## src/logic/mtc_consts.vh

```
`ifndef MTC_CONSTS_VH
`define MTC_CONSTS_VH

// Register offsets
`define MTC_ADDR_SOFT_RESET      8'h10
`define MTC_ADDR_OUTPUT_GATE     8'h11
`define MTC_ADDR_PIN_SELECT      8'h12
`define MTC_ADDR_ALIGN_CTL       8'h13
`define MTC_ADDR_CORE_RUN        8'h14
`define MTC_ADDR_OSC_RUN         8'h15
`define MTC_ADDR_TEST_A          8'h16
`define MTC_ADDR_UPDATE_LINE     8'h17
`define MTC_ADDR_TEST_B          8'h18
`define MTC_ADDR_TEST_C          8'h19
`define MTC_ADDR_TEST_D          8'h1A
`define MTC_ADDR_TEST_E          8'h1B
`define MTC_ADDR_GATE_SELECT     8'h1C
`define MTC_ADDR_GATE_MASK       8'h1D
`define MTC_ADDR_UNUSED          8'h1E
`define MTC_ADDR_COUNTER_CLAMP   8'h1F

// Reset values
`define MTC_RST_SOFT_RESET       1'h0
`define MTC_RST_OUTPUT_GATE      1'h0
`define MTC_RST_PIN_SELECT       5'h01
`define MTC_RST_ALIGN_CTL        26'h0000061
`define MTC_RST_CORE_RUN         1'h0
`define MTC_RST_OSC_RUN          1'h0
`define MTC_RST_TEST_A           28'h0000001
`define MTC_RST_UPDATE_LINE      14'h0000
`define MTC_RST_TEST_B           28'h0000000
`define MTC_RST_TEST_C           28'h0000000
`define MTC_RST_TEST_D           28'h0000000
`define MTC_RST_TEST_E           28'h000000A
`define MTC_RST_GATE_SELECT      24'h000000
`define MTC_RST_GATE_MASK        25'h0000000
`define MTC_RST_COUNTER_CLAMP    2'h3

// Field positions of alignment_control
`define MTC_AL_EXT_ENABLE        0
`define MTC_AL_POLARITY          1
`define MTC_AL_CLOCK_HOLD        2
`define MTC_AL_ENHANCED          3
`define MTC_AL_LINE_MASK         4
`define MTC_AL_FRAME_MASK        5
`define MTC_AL_VCLK_MASK         6
`define MTC_AL_SINGLE_EDGE       14
`define MTC_AL_SHUT_CLR_AFTER    15
`define MTC_AL_GP_CLR            16
`define MTC_AL_FIELD_STEP        17
`define MTC_AL_SW_TRIGGER        24
`define MTC_AL_SHUT_HOLD_CLR     25

// Field positions of update_line_ctl, gate_mask_override, counter_clamp_options
`define MTC_UPD_LINE_MSB         12
`define MTC_UPD_BLOCK            13
`define MTC_GM_OVERRIDE          24
`define MTC_CC_WIDE_COUNTER      0
`define MTC_CC_CLAMP_INHIBIT     1

// Bus widths and channel count
`define MTC_ADDR_W               8
`define MTC_DATA_W               28
`define MTC_VCLK_N               24

`endif

```

## src/logic/mtc_misc_regs.v

```verilog
// The plain strobed port was left to the implementer.
`timescale 1ns/1ps
`include "mtc_consts.vh"

module mtc_misc_regs #(
  parameter FIELD_W = 8
) (
  input  wire                    sys_clk,
  input  wire                    arst_n,
  input  wire [`MTC_ADDR_W-1:0]  regAddr,
  input  wire [`MTC_DATA_W-1:0]  regWrData,
  input  wire                    regWrEn,
  input  wire                    regRdEn,
  output reg  [`MTC_DATA_W-1:0]  regRdData_r,
  input  wire                    sharedPin,
  input  wire                    frameSyncIn,
  input  wire                    lineSyncIn,
  input  wire [12:0]             lineCount,
  input  wire                    pixelBlank,
  input  wire                    clampPulse,
  input  wire [`MTC_VCLK_N-1:0]  vertClkIn,
  input  wire [`MTC_VCLK_N-1:0]  fieldGateMask,
  output reg                     softResetOut_r,
  output reg                     pinResetReq_r,
  output reg                     alignEvent_r,
  output reg                     clockHold_r,
  output reg                     lineSyncOut_r,
  output reg                     frameSyncOut_r,
  output reg  [`MTC_VCLK_N-1:0]  vertClkOut_r,
  output reg  [`MTC_VCLK_N-1:0]  sensorGateOut_r,
  output reg                     shutterClear_r,
  output reg                     gpOutClear_r,
  output reg  [FIELD_W-1:0]      fieldCount_r,
  output reg                     coreResetN_r,
  output reg                     oscRun_r,
  output reg                     updateLoad_r,
  output reg                     wideCounterEn_r,
  output reg                     clampOut_r,
  output reg                     outputsActive_r
);

  // Register storage
  reg                     softReset_r;
  reg                     outGatePend_r;
  reg  [4:0]              pinSelect_r;
  reg  [25:0]             alignCtl_r;
  reg                     coreRun_r;
  reg                     oscRunBit_r;
  reg  [`MTC_DATA_W-1:0]  testA_r;
  reg  [13:0]             updateCtl_r;
  reg  [`MTC_DATA_W-1:0]  testB_r;
  reg  [`MTC_DATA_W-1:0]  testC_r;
  reg  [`MTC_DATA_W-1:0]  testD_r;
  reg  [`MTC_DATA_W-1:0]  testE_r;
  reg  [23:0]             gateSelect_r;
  reg  [24:0]             gateMaskCtl_r;
  reg  [1:0]              counterClamp_r;

  // Pin synchroniser and edge history
  reg                     pinMeta_r;
  reg                     pinSync_r;
  reg                     alignPrev_r;
  reg                     frameSyncPrev_r;
  reg                     lineSyncPrev_r;

  // Decoded strobes
  wire                    wrHit;
  wire                    wrSoftReset;
  wire                    wrAlign;
  wire                    swTrigger;

  // Alignment decode
  wire                    extAlignOn;
  wire                    extActive;
  wire                    alignActive;
  wire                    alignLead;
  wire                    alignTrail;
  wire                    alignFire;
  wire                    enhancedOn;
  wire                    holdNow;

  // Frame and line timing
  wire                    frameEdge;
  wire                    lineEdge;
  wire                    updateLineHit;

  // Gate masking
  wire [`MTC_VCLK_N-1:0]  gateMaskEff;
  wire                    vclkMasked;

  reg  [`MTC_DATA_W-1:0]  rdData_nxt;
  reg  [FIELD_W-1:0]      fieldCount_nxt;

  // Write decode; no writes land while soft reset is being applied
  assign wrHit       = regWrEn & ~softReset_r;
  assign wrSoftReset = wrHit & (regAddr == `MTC_ADDR_SOFT_RESET);
  assign wrAlign     = wrHit & (regAddr == `MTC_ADDR_ALIGN_CTL);
  assign swTrigger   = alignCtl_r[`MTC_AL_SW_TRIGGER];

  // Shared pin routing and polarity
  assign extAlignOn  = alignCtl_r[`MTC_AL_EXT_ENABLE] & ~pinSelect_r[0];
  assign extActive   = extAlignOn & (pinSync_r == alignCtl_r[`MTC_AL_POLARITY]);
  assign alignActive = extActive;
  assign alignLead   = alignActive & ~alignPrev_r;
  assign alignTrail  = ~alignActive & alignPrev_r;

  // Event on leading edge in single-edge mode, else at pulse end
  assign alignFire   = (alignCtl_r[`MTC_AL_SINGLE_EDGE] ? alignLead : alignTrail)
                     | swTrigger;
  assign enhancedOn  = alignCtl_r[`MTC_AL_ENHANCED];
  assign holdNow     = alignCtl_r[`MTC_AL_CLOCK_HOLD] & alignActive;

  // Frame and line edge detection from the timing core
  assign frameEdge     = frameSyncIn & ~frameSyncPrev_r;
  assign lineEdge      = lineSyncIn & ~lineSyncPrev_r;
  assign updateLineHit = lineEdge & (lineCount == updateCtl_r[`MTC_UPD_LINE_MSB:0]);

  // Mask source select
  assign gateMaskEff = gateMaskCtl_r[`MTC_GM_OVERRIDE] ? gateMaskCtl_r[23:0]
                                                       : fieldGateMask;
  assign vclkMasked  = holdNow & alignCtl_r[`MTC_AL_VCLK_MASK];

  // Two-flop synchroniser for the shared pin
  always @(posedge sys_clk or negedge arst_n)
  begin
    if (!arst_n)
    begin
      pinMeta_r <= 1'b1;
      pinSync_r <= 1'b1;
    end
    else
    begin
      pinMeta_r <= sharedPin;
      pinSync_r <= pinMeta_r;
    end
  end

  // Register file with asynchronous and soft reset
  always @(posedge sys_clk or negedge arst_n)
  begin
    if (!arst_n)
    begin
      softReset_r    <= `MTC_RST_SOFT_RESET;
      outGatePend_r  <= `MTC_RST_OUTPUT_GATE;
      pinSelect_r    <= `MTC_RST_PIN_SELECT;
      alignCtl_r     <= `MTC_RST_ALIGN_CTL;
      coreRun_r      <= `MTC_RST_CORE_RUN;
      oscRunBit_r    <= `MTC_RST_OSC_RUN;
      testA_r        <= `MTC_RST_TEST_A;
      updateCtl_r    <= `MTC_RST_UPDATE_LINE;
      testB_r        <= `MTC_RST_TEST_B;
      testC_r        <= `MTC_RST_TEST_C;
      testD_r        <= `MTC_RST_TEST_D;
      testE_r        <= `MTC_RST_TEST_E;
      gateSelect_r   <= `MTC_RST_GATE_SELECT;
      gateMaskCtl_r  <= `MTC_RST_GATE_MASK;
      counterClamp_r <= `MTC_RST_COUNTER_CLAMP;
    end
    else if (softReset_r)
    begin
      // Defaults restored, request bit drops by itself
      softReset_r    <= `MTC_RST_SOFT_RESET;
      outGatePend_r  <= `MTC_RST_OUTPUT_GATE;
      pinSelect_r    <= `MTC_RST_PIN_SELECT;
      alignCtl_r     <= `MTC_RST_ALIGN_CTL;
      coreRun_r      <= `MTC_RST_CORE_RUN;
      oscRunBit_r    <= `MTC_RST_OSC_RUN;
      testA_r        <= `MTC_RST_TEST_A;
      updateCtl_r    <= `MTC_RST_UPDATE_LINE;
      testB_r        <= `MTC_RST_TEST_B;
      testC_r        <= `MTC_RST_TEST_C;
      testD_r        <= `MTC_RST_TEST_D;
      testE_r        <= `MTC_RST_TEST_E;
      gateSelect_r   <= `MTC_RST_GATE_SELECT;
      gateMaskCtl_r  <= `MTC_RST_GATE_MASK;
      counterClamp_r <= `MTC_RST_COUNTER_CLAMP;
    end
    else
    begin
      // Software trigger self-clears once fired; a new write wins
      if (swTrigger)
        alignCtl_r[`MTC_AL_SW_TRIGGER] <= 1'b0;
      if (wrSoftReset)
        softReset_r <= regWrData[0];
      // Serial-type registers take effect right after the write
      if (wrHit)
      begin
        case (regAddr)
          `MTC_ADDR_OUTPUT_GATE:   outGatePend_r  <= regWrData[0];
          `MTC_ADDR_PIN_SELECT:    pinSelect_r    <= regWrData[4:0];
          `MTC_ADDR_ALIGN_CTL:     alignCtl_r     <= regWrData[25:0];
          `MTC_ADDR_CORE_RUN:      coreRun_r      <= regWrData[0];
          `MTC_ADDR_OSC_RUN:       oscRunBit_r    <= regWrData[0];
          `MTC_ADDR_TEST_A:        testA_r        <= regWrData;
          `MTC_ADDR_UPDATE_LINE:   updateCtl_r    <= regWrData[13:0];
          `MTC_ADDR_TEST_B:        testB_r        <= regWrData;
          `MTC_ADDR_TEST_C:        testC_r        <= regWrData;
          `MTC_ADDR_TEST_D:        testD_r        <= regWrData;
          `MTC_ADDR_TEST_E:        testE_r        <= regWrData;
          `MTC_ADDR_GATE_SELECT:   gateSelect_r   <= regWrData[23:0];
          `MTC_ADDR_GATE_MASK:     gateMaskCtl_r  <= regWrData[24:0];
          `MTC_ADDR_COUNTER_CLAMP: counterClamp_r <= regWrData[1:0];
          default:                 ;
        endcase
      end
    end
  end

  // Read mux; unused word and unmapped offsets read zero
  always @*
  begin
    rdData_nxt = {`MTC_DATA_W{1'b0}};
    case (regAddr)
      `MTC_ADDR_SOFT_RESET:    rdData_nxt[0]     = softReset_r;
      `MTC_ADDR_OUTPUT_GATE:   rdData_nxt[0]     = outGatePend_r;
      `MTC_ADDR_PIN_SELECT:    rdData_nxt[4:0]   = pinSelect_r;
      `MTC_ADDR_ALIGN_CTL:     rdData_nxt[25:0]  = alignCtl_r;
      `MTC_ADDR_CORE_RUN:      rdData_nxt[0]     = coreRun_r;
      `MTC_ADDR_OSC_RUN:       rdData_nxt[0]     = oscRunBit_r;
      `MTC_ADDR_TEST_A:        rdData_nxt        = testA_r;
      `MTC_ADDR_UPDATE_LINE:   rdData_nxt[13:0]  = updateCtl_r;
      `MTC_ADDR_TEST_B:        rdData_nxt        = testB_r;
      `MTC_ADDR_TEST_C:        rdData_nxt        = testC_r;
      `MTC_ADDR_TEST_D:        rdData_nxt        = testD_r;
      `MTC_ADDR_TEST_E:        rdData_nxt        = testE_r;
      `MTC_ADDR_GATE_SELECT:   rdData_nxt[23:0]  = gateSelect_r;
      `MTC_ADDR_GATE_MASK:     rdData_nxt[24:0]  = gateMaskCtl_r;
      `MTC_ADDR_COUNTER_CLAMP: rdData_nxt[1:0]   = counterClamp_r;
      default:                 rdData_nxt        = {`MTC_DATA_W{1'b0}};
    endcase
  end

  // Read data valid only in the cycle after the strobe
  always @(posedge sys_clk or negedge arst_n)
  begin
    if (!arst_n)
      regRdData_r <= {`MTC_DATA_W{1'b0}};
    else if (regRdEn)
      regRdData_r <= rdData_nxt;
    else
      regRdData_r <= {`MTC_DATA_W{1'b0}};
  end

  // Field counter next value on alignment
  always @*
  begin
    fieldCount_nxt = fieldCount_r;
    if (alignFire)
    begin
      if (alignCtl_r[`MTC_AL_FIELD_STEP])
        fieldCount_nxt = fieldCount_r + {{(FIELD_W-1){1'b0}}, 1'b1};
      else
        fieldCount_nxt = {FIELD_W{1'b0}};
    end
  end

  // Edge history, field counter and alignment outputs
  always @(posedge sys_clk or negedge arst_n)
  begin
    if (!arst_n)
    begin
      alignPrev_r     <= 1'b0;
      frameSyncPrev_r <= 1'b0;
      lineSyncPrev_r  <= 1'b0;
      fieldCount_r    <= {FIELD_W{1'b0}};
      alignEvent_r    <= 1'b0;
      clockHold_r     <= 1'b0;
      shutterClear_r  <= 1'b0;
      gpOutClear_r    <= 1'b0;
      pinResetReq_r   <= 1'b0;
      softResetOut_r  <= 1'b0;
    end
    else
    begin
      alignPrev_r     <= alignActive;
      frameSyncPrev_r <= frameSyncIn;
      lineSyncPrev_r  <= lineSyncIn;
      fieldCount_r    <= fieldCount_nxt;
      alignEvent_r    <= alignFire;
      clockHold_r     <= holdNow;
      // Shutter reset: forced hold, or one-cycle clear after alignment
      shutterClear_r  <= alignCtl_r[`MTC_AL_SHUT_HOLD_CLR]
                       | (alignFire & enhancedOn & alignCtl_r[`MTC_AL_SHUT_CLR_AFTER])
                       | (alignFire & enhancedOn & alignCtl_r[`MTC_AL_GP_CLR]);
      gpOutClear_r    <= alignFire & enhancedOn & alignCtl_r[`MTC_AL_GP_CLR];
      // Low pin level while configured as reset pin
      pinResetReq_r   <= pinSelect_r[0] & ~pinSync_r;
      // Tells the rest of the register space to reload defaults
      softResetOut_r  <= softReset_r;
    end
  end

  // Output gate loads at frame edge; update strobe at chosen line
  always @(posedge sys_clk or negedge arst_n)
  begin
    if (!arst_n)
    begin
      outputsActive_r <= 1'b0;
      updateLoad_r    <= 1'b0;
      coreResetN_r    <= 1'b0;
      oscRun_r        <= 1'b0;
      wideCounterEn_r <= 1'b1;
    end
    else
    begin
      if (softReset_r)
        outputsActive_r <= 1'b0;
      else if (frameEdge)
        outputsActive_r <= outGatePend_r;
      updateLoad_r    <= updateLineHit & ~updateCtl_r[`MTC_UPD_BLOCK];
      coreResetN_r    <= coreRun_r;
      oscRun_r        <= oscRunBit_r;
      wideCounterEn_r <= counterClamp_r[`MTC_CC_WIDE_COUNTER];
    end
  end

  // Sync and clamp outputs held inactive while gated off
  always @(posedge sys_clk or negedge arst_n)
  begin
    if (!arst_n)
    begin
      lineSyncOut_r  <= 1'b0;
      frameSyncOut_r <= 1'b0;
      clampOut_r     <= 1'b0;
    end
    else
    begin
      lineSyncOut_r  <= outputsActive_r & lineSyncIn
                      & ~(holdNow & alignCtl_r[`MTC_AL_LINE_MASK]);
      frameSyncOut_r <= outputsActive_r & frameSyncIn
                      & ~(holdNow & alignCtl_r[`MTC_AL_FRAME_MASK]);
      clampOut_r     <= outputsActive_r & clampPulse
                      & ~(counterClamp_r[`MTC_CC_CLAMP_INHIBIT] & pixelBlank);
    end
  end

  // Per-channel vertical clock and sensor gate routing
  genvar ch;
  generate
    for (ch = 0; ch < `MTC_VCLK_N; ch = ch + 1)
    begin : gVclk
      always @(posedge sys_clk or negedge arst_n)
      begin
        if (!arst_n)
        begin
          vertClkOut_r[ch]    <= 1'b0;
          sensorGateOut_r[ch] <= 1'b0;
        end
        else
        begin
          // Non-gate channels pass as vertical clocks
          vertClkOut_r[ch]    <= outputsActive_r & ~vclkMasked
                               & vertClkIn[ch] & ~gateSelect_r[ch];
          // Gate channels, suppressed by the active mask
          sensorGateOut_r[ch] <= outputsActive_r & ~vclkMasked
                               & vertClkIn[ch] & gateSelect_r[ch]
                               & ~gateMaskEff[ch];
        end
      end
    end
  endgenerate

endmodule // mtc_misc_regs

```

## config.mk

```make
export PLATFORM = sky130hd
export DESIGN_NAME = mtc_misc_regs
export DESIGN_NICKNAME = d
export VERILOG_FILES = /design/src/logic/mtc_misc_regs.v
export VERILOG_INCLUDE_DIRS = /design/src /design/src/logic
export SDC_FILE = /design/constraint.sdc
export NUM_CORES = 1
export LEC_CHECK = 0
export ABC_AREA = 1
export BUFFER_PORTS_ARGS = -buffer_cell sky130_fd_sc_hd__buf_2
export CORE_ASPECT_RATIO = 1.4
export CORE_MARGIN = 2
export CORE_UTILIZATION = 30
export CTS_BUF_LIST = sky130_fd_sc_hd__clkbuf_8
export DETAILED_ROUTE_END_ITERATION = 16
export PLACE_DENSITY = 0.52
export SKIP_CTS_REPAIR_TIMING = 1
export SYNTH_ARGS = -nofsm -noshare
export SYNTH_HDL_FRONTEND = slang
export SYNTH_SLANG_ARGS = --single-unit
```

## constraint.sdc

```tcl
create_clock -name sys_clk -period 1.82 [get_ports sys_clk]
set_input_delay 0 -clock sys_clk [delete_from_list [all_inputs] [get_ports sys_clk]]
set_output_delay 0 -clock sys_clk [all_outputs]
set_load 0.05 [all_outputs]
```

==> run_results.csv <==
group,metric,value,unit
setup_path,crit_chain,"xnor2_1, o221ai_1, dlygate4sd3_1, nor3_1, nand2_1, nor2_1",
sta,drv_slew,0,
detailed_routing,vias,13461,
logic_synthesis,yosysWarnings,0,
clock_tree,cts_root_buf,"clkbuf_8",
global_route,gr-usage-met3,2.28,%
sta,hold_slack,-0.00363,ns
logic_synthesis,netlist_area,15100,µm²
detailed_routing,wl_per_cell,18.4,µm
setup_path,crit_fanout,3,
finish,fin_util,38.9,%
floorplanning,core_area,49900,µm²
global_route,top_usage_layer,"met2",
logic_synthesis,synthTopCellsByCount,"nand2_1 (479), dfrtp_1 (331), o21ai_0 (208)",
power_and_ir_drop,ir_worst_vdd,0.586,mV
setup_path,critPathRequiredTime,2.40,ns
logic_synthesis,synth_top_area_share,54.9,%
place,dp_hpwl,36100,µm
place,gp_congestion,0.881,
detailed_routing,drcViolationCount,0,
run_status,violations,"hold timing",
setup_path,critPathMaxStageDelay,0.57,ns
sta,setup_tns,0,ns
global_route,grt_overflow,0,
global_route,grt_max_degree,71,
sta,finalCritPeriodShare,91.4,%
logic_synthesis,yosysMostFrequentCell,"nand2_1",
setup_path,arrival,2.25,ns
logic_synthesis,synth_seq_cells,343,
setup_path,cp-end-kind,"flop",
run_status,status,"complete, but fails checks",
logic_synthesis,ys_top_cells_by_area,"dfrtp_1 (55%), nand2_1 (12%), o21ai_0 (6.9%)",
hold_path,hold_class,"in -> reg",
logic_synthesis,yosysSeqAreaShare,57.0,%
global_route,met2_usage,34.8,%
sta,tightest_slew,0.580,ns
finish,layout.nets,2223,
flow_run,drv_cap,0,
clock_tree,cts_buffer_depth,3,
global_route,grt_usage,19.2,%
clock_tree,cts_sinks,343,
place,portBuffers,203,
clock_tree,htree_num_levels,2,
clock_tree,cts_buffers,56,
floorplanning,dieArea,52100,µm²
detailed_routing,dr.pass1.iters,5,
floorplanning,num_rows,97,
logic_synthesis,syn_nets,1883,
floorplanning,io_pins,204,
logic_synthesis,yosys.area.top_type,"dfrtp_1",
logic_synthesis,synthDistinctLibCells,34,
clock_tree,path_clk_slew,0.06,ns
sta,setup_violations,0,
sta,slew_headroom,61.3,%
logic_synthesis,synthArstFlopShare,100,%
sta,fmaxAchievable,0.601,GHz
detailed_routing,drtIter0Drc,818,
floorplanning,chipWidth,193,µm
global_route,grt_util_met1,22.3,%
logic_synthesis,ys_dominant_reg_cell,"dfrtp_1",
sta,min_period,1.66,ns
global_route,grt_pass1_vias,13430,
detailed_routing,ant_nets,0,
floorplanning,initial_utilization,30.2,%
sta,grt_setup_unrepaired,"no",
logic_synthesis,syn_area_per_cell,8.49,µm²
power_and_ir_drop,leakage,9.82,nW
global_route,antenna_found_initial,1,
setup_path,cpMaxStageDelayCell,"dlygate4sd3_1",
logic_synthesis,synth_edf_count,0,
setup_path,path_class,"reg -> reg",
logic_synthesis,synth_cells,1776,
setup_path,cp-start-kind,"flop",
finish,syn2layout_area_growth,28.8,%
sta,finalHoldViolCount,1,
power_and_ir_drop,powerDensity,909,nW/µm²
sta,skew,0.0464,ns
clock_tree,worstSkewPairLatency,0.65,ns
detailed_routing,vias_per_cell,4.80,
detailed_routing,wl,51500,µm
global_route,grt_pass1_wl,77800,µm
floorplanning,die_h,269,µm
clock_tree,cts_tree,"done",
finish,drive_gt1_share,18.4,%
-- area by class of cell --
type / instances / area (µm²)
Antenna cell: 1 / 2.50
Clock buffer: 76 / 1050
Clock inverter: 27 / 165
Fill cell: 5078 / 30500
Inverter: 136 / 510
Multi-Input combinational cell: 1207 / 5510
Sequential cell: 343 / 8600
Tap cell: 643 / 805
Timing Repair Buffer: 372 / 2790
-- power breakdown --
part           switching (mW)  internal (mW)
Clock                    3.29           3.87
Sequential              0.329           8.16
Combinational            1.33          0.682
Total                    4.95           12.7
-- flip-flops by register name, indices dropped and copies added (netlist names), 2 cells and up --
name             count
vertClkOut_r        24
testD_r             28
gateMaskCtl_r       25
counterClamp_r       2
fieldCount_r         8
testC_r             28
testE_r             28
testB_r             28
sensorGateOut_r     24
pinSelect_r          5
gateSelect_r        24
updateCtl_r         14
testA_r             28
alignCtl_r          26
regRdData_r         28
-- logic make-up (layout without fill, tap and decap cells) --
logic type / count (synthesis) / in the layout / share of synthesized area, %
other cells: 0 / 1 / 0
fa+ha+maj: 1 / 1 / 0.0830
xor+xnor: 8 / 8 / 0.465
compound gates: 315 / 315 / 11.3
simple gates: 883 / 883 / 24.6
flops: 343 / 343 / 57.0
buf+inv: 226 / 611 / 6.54
-- final timing paths --
kind                                             startpoint                      to  depth (start not counted)  slack [ns]
worst max-delay path            updateCtl_r[12]$_DFFE_PN0P_  updateLoad_r$_DFF_PN0_                          6        0.16
worst max register to register  updateCtl_r[12]$_DFFE_PN0P_  updateLoad_r$_DFF_PN0_                          6        0.16
max in group asynchronous                            arst_n  testE_r[1]$_DFFE_PN1P_                          3        1.32
worst min register to register          pinMeta_r$_DFF_PN1_     pinSync_r$_DFF_PN1_                          0        0.38
min in group asynchronous                            arst_n  testA_r[0]$_DFFE_PN1P_                          2        0.06
worst min-delay path                             regAddr[7]   coreRun_r$_DFFE_PN0P_                          7      -0.004
-- cell usage in the layout (no fill, tap or decap), types with 20 or more instances in the layout --
cell type	n
nand4_1	21
nand2_1	479
inv_1	139
dfrtp_1	331
nor2_1	166
dlygate4sd3_1	104
buf_4	47
clkbuf_8	76
nand3_1	193
buf_2	202
o21ai_0	208
a21oi_1	20
o21ai_1	47
o22ai_1	20
-- worst max-delay path: cells and delay by family (launching register included) --
family	cells	cell delay, ns
DFF	1	0.44
xor gates and xnor gates	1	0.17
buffers and inverters	1	0.57
AOI/OAI and AO/OA	1	0.11
and+or+nand+nor	3	0.30
-- metal layers --
metal | part of all wire (%) | up-vias
met3 | 3.8 | 114
met1 | 39 | 6504
met5 | 0 | -
li1 | - | 6471
met2 | 53 | 372
met4 | 4.5 | 0
-- stage by stage --
| step | instance area, µm² | power [mW] | hold slack [ns] | worst slack, ns | instances |
|---|---|---|---|---|---|
| after floorplan | 15100 | 9.57 | -0.296 | 0.218 | 1776 |
| after global placement | 17100 | 10.4 | -0.0424 | 0.124 | 2596 |
| after detailed placement | 17100 | 10.5 | -0.0415 | 0.0738 | 2596 |
| after CTS | 18400 | 17.7 | -0.729 | 0.169 | 2699 |
| after global routing | 19400 | 18.5 | 0.00324 | 0.0000755 | 2805 |
| final | 19400 | 17.7 | -0.00363 | 0.156 | 2805 |
No activity file was read; power rests on OpenSTA's default activity.
